File: src/common/cwts_pkg.sv
// Purpose: Shared constants for the continuous-wave test sequencer pair.
// Assumes: 40 MHz system clock, 8-bit register map on the device side.
// Notes:   Host software registers are 3-bit addressed, device map 8-bit.
package cwts_pkg;
	// Device register offsets
	localparam logic [7:0] RA_STATUS = 8'h01; // Transceiver status
	localparam logic [7:0] RA_CMD    = 8'h02; // State command
	localparam logic [7:0] RA_CHAN   = 8'h08; // Operating channel
	localparam logic [7:0] RA_MASK   = 8'h0E; // Interrupt mask
	localparam logic [7:0] RA_ISTAT  = 8'h0F; // Interrupt status
	localparam logic [7:0] RA_RFCTL  = 8'h16; // Rf control, power and gain
	localparam logic [7:0] RA_TEST   = 8'h1C; // Continuous tx test control
	localparam logic [7:0] RA_CFG_A  = 8'h34; // Test config a
	localparam logic [7:0] RA_CFG_B  = 8'h36; // Test config b
	localparam logic [7:0] RA_CFG_C  = 8'h3F; // Test config c
	// Command and status codes
	localparam logic [7:0] CMD_TX    = 8'h02; // Start transmission
	localparam logic [7:0] CMD_OFF   = 8'h03; // Go to off state
	localparam logic [7:0] CMD_PLL   = 8'h09; // Go to PLL-on state
	localparam logic [7:0] ST_TX     = 8'h02; // Busy transmit
	localparam logic [7:0] ST_OFF    = 8'h08; // Off state
	localparam logic [7:0] ST_PLL    = 8'h09; // PLL-on, locked
	localparam logic [7:0] ST_BUSY   = 8'h1F; // Synthesizer settling
	// Sequence values and reset values
	localparam logic [7:0] MASK_VAL  = 8'h01; // Lock interrupt only
	localparam logic [7:0] LOCK_BIT  = 8'h01; // Lock status value
	localparam logic [7:0] TEST_OFF  = 8'h00; // Test mode off
	localparam logic [7:0] TEST_V1   = 8'h54; // First test control write
	localparam logic [7:0] TEST_V2   = 8'h42; // Second test control write
	localparam logic [7:0] CFG_A_VAL = 8'h00; // Config a value
	localparam logic [7:0] CFG_B_VAL = 8'h0F; // Config b value
	localparam logic [7:0] CFG_C_VAL = 8'h08; // Config c value
	localparam logic [7:0] REG_RST   = 8'h00; // Reset value of all regs
	localparam logic [1:0] GAIN_OFFS = 2'h3;  // Tx gain offset field
	// Timing
	localparam int         CLK_NS    = 25;    // Clock period in ns
	localparam int         LOCK_NS   = 1000;  // Synthesizer lock time
	localparam logic [7:0] LOCK_CYC  = 8'((LOCK_NS + CLK_NS - 1) / CLK_NS);
	localparam logic [3:0] DRST_CYC  = 4'h4;  // Device reset pulse length
	// Host software register offsets and interrupt bits
	localparam logic [2:0] HA_CTRL   = 3'h0;  // Bit0 start, bit1 stop
	localparam logic [2:0] HA_CHAN   = 3'h1;  // Channel to program
	localparam logic [2:0] HA_PWR    = 3'h2;  // Power, bits 7:2 used
	localparam logic [2:0] HA_STAT   = 3'h3;  // Sequencer phase
	localparam logic [2:0] HA_ISTAT  = 3'h4;  // Sticky events
	localparam logic [2:0] HA_IMASK  = 3'h5;  // Event mask
	localparam int         EV_TX     = 0;     // Transmission started
	localparam int         EV_DONE   = 1;     // Test finished
	localparam int         EV_ERR    = 2;     // Off state not verified
	// Device radio states
	typedef enum logic [1:0] {
		RADIO_OFF_STATE, PLL_SETTLE, PLL_LOCKED, BUSY_TX
	} cwts_radio_t;
endpackage

File: src/common/cwts_if.sv
// Purpose: Register link between the host sequencer and the device.
// Assumes: Both ends share one clock; read data one cycle after strobe.
// Notes:   All signals are registered at their source.
`timescale 1ns/100ps
`default_nettype none
interface cwts_if;
	logic [7:0] addr;    // Register address
	logic [7:0] wdata;   // Write data
	logic       wr;      // Write strobe
	logic       rd;      // Read strobe
	logic       dev_rst; // Device soft reset, level
	logic [7:0] rdata;   // Read data, cycle after rd
	logic       irq;     // Device interrupt, level
	// Device end
	modport dev (input addr, wdata, wr, rd, dev_rst, output rdata, irq);
	// Host end
	modport host (output addr, wdata, wr, rd, dev_rst, input rdata, irq);
endinterface
`default_nettype wire

File: src/verilog/cwts_host.sv
// Purpose: Host end: runs the continuous-wave test sequence on the device.
// Assumes: Software starts, stops and watches it through a small port.
// Notes:   One device access per step; reads are checked a cycle later.
//
// Chosen here: the address-and-strobe port.
`timescale 1ns/100ps
`default_nettype none
module cwts_host (
	input  wire logic        i_sys_clk,
	input  wire logic        i_rst_n,
	cwts_if.host             bus,
	input  wire logic [2:0]  i_addr,
	input  wire logic [7:0]  i_wdata,
	input  wire logic        i_wr,
	input  wire logic        i_rd,
	output logic [7:0]       o_rdata,
	output logic             o_irq
);
	import cwts_pkg::*;

	// Sequencer phases
	typedef enum logic [2:0] {
		H_IDLE, H_ISSUE, H_CHECK, H_TX, H_RST
	} cwts_hphase_t;

	// Step numbers of the access list
	localparam logic [3:0] S_VERIFY = 4'd4;   // Off-state check read
	localparam logic [3:0] S_POLL   = 4'd11;  // Lock status poll read
	localparam logic [3:0] S_LAST   = 4'd12;  // Transmit start write

	cwts_hphase_t ph_reg, ph_next;        // Sequencer phase
	logic [3:0]   step_reg, step_next;    // Access list position
	logic [3:0]   rcnt_reg, rcnt_next;    // Device reset timer
	logic [7:0]   chan_reg, chan_next;    // Software channel
	logic [7:0]   pwr_reg, pwr_next;      // Software power
	logic [7:0]   pwrl_reg, pwrl_next;    // Power latched at start
	logic [2:0]   ist_reg, ist_next;      // Sticky events
	logic [2:0]   imask_reg, imask_next;  // Event mask
	logic [7:0]   ord_reg, ord_next;      // Software read data
	logic         irq_reg, irq_next;      // Interrupt line
	logic [7:0]   a_reg, a_next;          // Device address
	logic [7:0]   d_reg, d_next;          // Device write data
	logic         wr_reg, wr_next;        // Device write strobe
	logic         rd_reg, rd_next;        // Device read strobe
	logic         drst_reg, drst_next;    // Device reset
	logic         s_rd;                   // Current step is a read
	logic [7:0]   s_addr;                 // Current step address
	logic [7:0]   s_data;                 // Current step data
	logic [2:0]   ev;                     // Events this cycle
	logic         start_req;              // Software start
	logic         stop_req;               // Software stop

	// Access list: walks the test sequence in its fixed order
	always_comb begin
		s_rd   = 1'b0;
		s_addr = RA_CMD;
		s_data = REG_RST;
		case (step_reg)
			4'd0: begin
				s_addr = RA_MASK;
				s_data = MASK_VAL;
			end
			4'd1: s_data = CMD_OFF;
			4'd2: begin
				s_addr = RA_CHAN;
				s_data = chan_reg;
			end
			4'd3: begin
				s_addr = RA_RFCTL;
				s_data = {pwrl_reg[7:2], GAIN_OFFS};
			end
			4'd4: begin
				s_rd   = 1'b1;
				s_addr = RA_STATUS;
			end
			4'd5: begin
				s_addr = RA_CFG_B;
				s_data = CFG_B_VAL;
			end
			4'd6: begin
				s_addr = RA_TEST;
				s_data = TEST_V1;
			end
			4'd7: begin
				s_addr = RA_TEST;
				s_data = TEST_V2;
			end
			4'd8: begin
				s_addr = RA_CFG_A;
				s_data = CFG_A_VAL;
			end
			4'd9: begin
				s_addr = RA_CFG_C;
				s_data = CFG_C_VAL;
			end
			4'd10: s_data = CMD_PLL;
			4'd11: begin
				s_rd   = 1'b1;
				s_addr = RA_ISTAT;
			end
			4'd12: s_data = CMD_TX;
			default: ;
		endcase
	end

	// Sequencer and software port next values
	always_comb begin
		ph_next    = ph_reg;
		step_next  = step_reg;
		rcnt_next  = rcnt_reg;
		chan_next  = chan_reg;
		pwr_next   = pwr_reg;
		pwrl_next  = pwrl_reg;
		imask_next = imask_reg;
		ord_next   = REG_RST;
		a_next     = a_reg;
		d_next     = d_reg;
		wr_next    = 1'b0;
		rd_next    = 1'b0;
		drst_next  = 1'b0;
		ev         = 3'h0;
		start_req  = i_wr && i_addr == HA_CTRL && i_wdata[0];
		stop_req   = i_wr && i_addr == HA_CTRL && i_wdata[1];
		// Software writes
		if (i_wr) begin
			case (i_addr)
				HA_CHAN:  chan_next  = i_wdata;
				HA_PWR:   pwr_next   = i_wdata;
				HA_IMASK: imask_next = i_wdata[2:0];
				default: ;
			endcase
		end
		// Phase machine
		case (ph_reg)
			H_IDLE: begin
				if (start_req) begin
					ph_next   = H_ISSUE;
					step_next = 4'd0;
					pwrl_next = pwr_reg;
				end
			end
			H_ISSUE: begin
				// One device access per step
				a_next  = s_addr;
				d_next  = s_data;
				wr_next = !s_rd;
				rd_next = s_rd;
				if (s_rd) begin
					ph_next = H_CHECK;
				end else if (step_reg == S_LAST) begin
					ph_next = H_TX;
					ev[EV_TX] = 1'b1;
				end else begin
					step_next = step_reg + 4'd1;
				end
			end
			H_CHECK: begin
				// Read data stands only in this cycle
				if (!rd_reg) begin
					ph_next = H_ISSUE;
					if (step_reg == S_VERIFY) begin
						if (bus.rdata == ST_OFF) begin
							step_next = step_reg + 4'd1;
						end else begin
							ph_next   = H_IDLE;
							ev[EV_ERR] = 1'b1;
						end
					end else if ((bus.rdata & LOCK_BIT) != REG_RST) begin
						step_next = step_reg + 4'd1;
					end
				end
			end
			H_TX: begin
				// Power latched, never rewritten while sending
				if (stop_req) begin
					a_next    = RA_TEST;
					d_next    = TEST_OFF;
					wr_next   = 1'b1;
					ph_next   = H_RST;
					rcnt_next = DRST_CYC;
				end
			end
			H_RST: begin
				drst_next = 1'b1;
				if (rcnt_reg <= 4'h1) begin
					ph_next = H_IDLE;
					ev[EV_DONE] = 1'b1;
				end else begin
					rcnt_next = rcnt_reg - 4'h1;
				end
			end
			default: ph_next = H_IDLE;
		endcase
		// Sticky events clear on read, new events win
		ist_next = ist_reg;
		if (i_rd && i_addr == HA_ISTAT) begin
			ist_next = 3'h0;
		end
		ist_next = ist_next | ev;
		irq_next = |(ist_next & imask_next);
		// Software reads
		if (i_rd) begin
			case (i_addr)
				HA_CHAN:  ord_next = chan_reg;
				HA_PWR:   ord_next = pwr_reg;
				HA_STAT:  ord_next = {5'h00, ph_reg};
				HA_ISTAT: ord_next = {5'h00, ist_reg};
				HA_IMASK: ord_next = {5'h00, imask_reg};
				default:  ord_next = REG_RST;
			endcase
		end
	end

	// Register stage
	always_ff @(posedge i_sys_clk or negedge i_rst_n) begin
		if (!i_rst_n) begin
			ph_reg    <= H_IDLE;
			step_reg  <= 4'h0;
			rcnt_reg  <= 4'h0;
			chan_reg  <= REG_RST;
			pwr_reg   <= REG_RST;
			pwrl_reg  <= REG_RST;
			ist_reg   <= 3'h0;
			imask_reg <= 3'h0;
			ord_reg   <= REG_RST;
			irq_reg   <= 1'b0;
			a_reg     <= REG_RST;
			d_reg     <= REG_RST;
			wr_reg    <= 1'b0;
			rd_reg    <= 1'b0;
			drst_reg  <= 1'b0;
		end else begin
			ph_reg    <= ph_next;
			step_reg  <= step_next;
			rcnt_reg  <= rcnt_next;
			chan_reg  <= chan_next;
			pwr_reg   <= pwr_next;
			pwrl_reg  <= pwrl_next;
			ist_reg   <= ist_next;
			imask_reg <= imask_next;
			ord_reg   <= ord_next;
			irq_reg   <= irq_next;
			a_reg     <= a_next;
			d_reg     <= d_next;
			wr_reg    <= wr_next;
			rd_reg    <= rd_next;
			drst_reg  <= drst_next;
		end
	end

	// Outputs straight from flops
	assign bus.addr    = a_reg;
	assign bus.wdata   = d_reg;
	assign bus.wr      = wr_reg;
	assign bus.rd      = rd_reg;
	assign bus.dev_rst = drst_reg;
	assign o_rdata     = ord_reg;
	assign o_irq       = irq_reg;
endmodule
`default_nettype wire

File: src/flat_wrapper.sv
// flat-port wrapper written by rule: the top's interface ports become plain ports
module cwts_host_flat import cwts_pkg::*;
  (i_sys_clk, i_rst_n, i_addr, i_wdata, i_wr, i_rd, o_rdata, o_irq, bus_addr, bus_wdata, bus_wr, bus_rd, bus_dev_rst, bus_rdata, bus_irq);
  cwts_if bus_i ();
  input  wire logic i_sys_clk;
  input  wire logic i_rst_n;
  input  wire logic [2:0] i_addr;
  input  wire logic [7:0] i_wdata;
  input  wire logic i_wr;
  input  wire logic i_rd;
  output logic [7:0] o_rdata;
  output logic o_irq;
  output wire logic [$bits(bus_i.addr)-1:0] bus_addr;
  output wire logic [$bits(bus_i.wdata)-1:0] bus_wdata;
  output wire logic [$bits(bus_i.wr)-1:0] bus_wr;
  output wire logic [$bits(bus_i.rd)-1:0] bus_rd;
  output wire logic [$bits(bus_i.dev_rst)-1:0] bus_dev_rst;
  input wire logic [$bits(bus_i.rdata)-1:0] bus_rdata;
  input wire logic [$bits(bus_i.irq)-1:0] bus_irq;
  assign bus_addr = bus_i.addr;
  assign bus_wdata = bus_i.wdata;
  assign bus_wr = bus_i.wr;
  assign bus_rd = bus_i.rd;
  assign bus_dev_rst = bus_i.dev_rst;
  assign bus_i.rdata = bus_rdata;
  assign bus_i.irq = bus_irq;
  cwts_host u_core (.i_sys_clk(i_sys_clk), .i_rst_n(i_rst_n), .bus(bus_i), .i_addr(i_addr), .i_wdata(i_wdata), .i_wr(i_wr), .i_rd(i_rd), .o_rdata(o_rdata), .o_irq(o_irq));
endmodule
File: config.mk
export PLATFORM = sky130hd
export DESIGN_NAME = cwts_host_flat
export DESIGN_NICKNAME = d
export VERILOG_FILES = /design/src/common/cwts_pkg.sv /design/src/common/cwts_if.sv /design/src/verilog/cwts_host.sv /design/src/flat_wrapper.sv
export SDC_FILE = /design/constraint.sdc
export NUM_CORES = 1
export LEC_CHECK = 0
export BUFFER_PORTS_ARGS = -buffer_cell sky130_fd_sc_hd__buf_2
export CORE_MARGIN = 2
export CORE_UTILIZATION = 51
export DETAILED_ROUTE_END_ITERATION = 8
export HOLD_SLACK_MARGIN = 0.15
export PLACE_DENSITY = 0.75
export SLEW_MARGIN = 30
export SYNTH_ARGS = -nofsm -noshare
export SYNTH_HDL_FRONTEND = slang
export SYNTH_SLANG_ARGS = --single-unit
File: constraint.sdc
create_clock -name i_sys_clk -period 5.1 [get_ports i_sys_clk]
set_clock_uncertainty 0.15 [all_clocks]
set_input_delay 0 -clock i_sys_clk [delete_from_list [all_inputs] [get_ports i_sys_clk]]
set_output_delay 0 -clock i_sys_clk [all_outputs]
set_load 0.05 [all_outputs]
==> results.txt <==
layout cell share with drive strength beyond 1: 0.270
overall power: 2.40 mW
Area growth syn-to-layout: 20.4%
GP Congestion: 0.818
post-synth top area share: 0.491
type of the worst setup path: flop to flop
Setup-failing EPs final: 0
WL final: 7250 µm
CTS H-tree depth: 3
root buffer cell: clkbuf_8
TNS Setup: 0 ns
Area after DPL: 0.00355 mm²
final core occ: 0.631
worst relative slew slack: 0.468
hold slack: 0.167 ns
FMAX: 390 MHz
synth top area cells: dfrtp_1 (49%), mux2_2 (7.8%), mux2_4 (2.7%)
Reg power frac: 0.336
sequential cell area fraction in the yosys report: 0.491
endpoint type of the worst setup path: flop
die height: 84.6 µm
via count: 2562
logic gate share of total power: 0.417
Detail Placement HPWL: 4910 µm
fin area: 0.00399 mm²
commonest non-fill, non-tap cell in the layout: dfrtp_1
IO Pins: 52
vias in the first global route: 2495
Port Buf Inserts: 48
syn_area_per_cell: 10.7 µm²
worst slew pin tran: 0.798 ns
gr ovfl total: 0
post-DR vias/cell: 5.73
sw frac: 0.407
clock group share of total power: 0.247
Lkg Pwr: 1.94 nW
Peak VDD IR: 382 µV
Max-cap violations: 0
Startpoint Class: flop
Pre-Repair DR Iteration Count: 4
most frequent cells in the layout: dfrtp_1 (65), buf_2 (48), nor2_1 (24), mux2_2 (23), nand2_1 (21)
NetSw: 0.979 mW
DRC errors left: 0
synthesized cell area: 0.00331 mm²
CTS resizes: 0
antenna violations before repair: 0
final setup margin: 2.53 ns
Synth cell types: 57
fin. max-slew vios: 0
global-route usage over all layers: 0.218
Wirelength per Cell: 16.2 µm
top_reg_cell synth: dfrtp_1
CTS Sinks: 65
Row Count: 29
status: complete, no violations
Post-synth EDFFs: 0
pre-CTS worst setup slack: 2.56 ns
Post-Synthesis Cells: 309
Hold Crit Class: primary input to flop
clk buf depth: 2
fin nets: 395
Initial Util: 0.524
DIE AREA: 0.00715 mm²
worst-path fanout max: 9
RSZ-0062 raised after global routing: no
Synth Warn #: 0
antenna cell count: 0
Final Hold Fails: 0
post-synthesis register bit count: 65
total CTS buffers: 9
core box area: 0.00631 mm²
FFs w/ async S/R, synth: 1.00
largest net degree at the start of global routing: 66
Die X: 84.6 µm
Worst EP required: 5.18 ns
WP data arrival: 2.64 ns
Period Utilization, post-route: 0.503
pwr/cell area: 603 mW/mm²
Post-Layout Cell Count: 447
residual antenna-violating net count after detailed routing: 0
Pint: 1.43 mW
DP Cell Count: 415
first-pass GRT wire length: 12400 µm
fill count: 514
CTS tree: done
crit path time final: 2.57 ns
clk slew on worst S/H paths: 0.07 ns
area leader, netlist: dfrtp_1
worst skew pair latency: 0.34 ns
violation count after the first detailed-routing iteration: 120
==> per-layer routing <==
layer  global-route usage  up-vias  share of wire
met1                0.308     1252           0.47
met4               0.0736        0          0.015
met2                0.329       67           0.48
met3               0.0570        9          0.043
met5                    0        -              0
li1                     -     1234              -
==> power by group through the flow <==
stage / clock network (mW) / registers [mW] / logic, mW
after global routing: 0.625 / 0.828 / 1.10
after floorplan: 0 / 0.941 / 0.632
after CTS: 0.603 / 0.804 / 1.00
after detailed placement: 0 / 0.812 / 0.985
final: 0.595 / 0.807 / 1.00
after global placement: 0 / 0.805 / 0.963
==> what timing repair did <==
item                                   4_1_cts  5_1_grt
hold buffers                                16        0
setup buffers                                0        0
endpoints found under the hold margin      113        0
==> cell usage after synthesis, types with 2 or more instances <==
library cell   n
nor2b_1        5
a31oi_1        3
mux2i_1        6
nor2_1        24
nand2b_1       4
mux2_2        23
inv_1         10
buf_2          6
a211oi_1       3
mux2_4         6
buf_4          2
o211ai_1       2
a32o_1         2
nand3_1        9
nor3_1         3
nand2_1       21
clkbuf_1      11
nand3b_1       2
nor4_1         2
xor2_1         2
and3b_1        3
o21ai_0       17
a22o_1        10
ha_1           6
and2_1         6
a22oi_1       10
buf_6          2
a31o_2         2
dfrtp_1       65
a21o_1         3
o22ai_1        5
a21oi_1        9
==> worst paths after layout <==
check / start / end / slack, ns / cells past startpoint
worst min-delay path: bus_rdata[6] / u_core.ist_reg[2]$_DFF_PN0_ / 0.17 / 4
worst max register to register: u_core.step_reg[0]$_DFFE_PN0P_ / u_core.step_reg[0]$_DFFE_PN0P_ / 2.53 / 7
worst max-delay path: u_core.step_reg[0]$_DFFE_PN0P_ / u_core.step_reg[0]$_DFFE_PN0P_ / 2.53 / 7
max in group asynchronous: i_rst_n / u_core.chan_reg[4]$_DFFE_PN0P_ / 4.07 / 3
min in group asynchronous: i_rst_n / u_core.rcnt_reg[0]$_DFFE_PN0P_ / 0.20 / 3
worst min register to register: u_core.bus.wdata[1]$_DFFE_PN0P_ / u_core.bus.wdata[1]$_DFFE_PN0P_ / 0.32 / 1
==> area by class of cell <==
class                      instances  area (µm²)  share of cell area
sequential                        65        1630               0.408
multi-input combinational        214        1540               0.387
timing repair buffer              65         408               0.102
clock buffer                      11         151              0.0380
clock inverter                     5         125              0.0314
tap                               77        96.3              0.0242
inverter                          10        37.5             0.00942
==> critical path, stage by stage, from the launching register on <==
cell      delay, ns
dfrtp_1        0.44
inv_1          0.13
ha_1           0.32
nand3b_1       0.18
and3b_1        0.23
a311o_1        0.35
nor2_1         0.28
mux2_2         0.37
==> logic make-up after synthesis <==
family,after synthesis,share of synthesized area
simple gates,90,0.144
mux,35,0.124
flops,65,0.491
fa+ha+maj,6,0.0227
compound gates,79,0.167
xor+xnor,2,0.00529
other cells,1,0.00113
buf+inv,31,0.0442
Note: power is estimated with default switching activity, not from simulation.
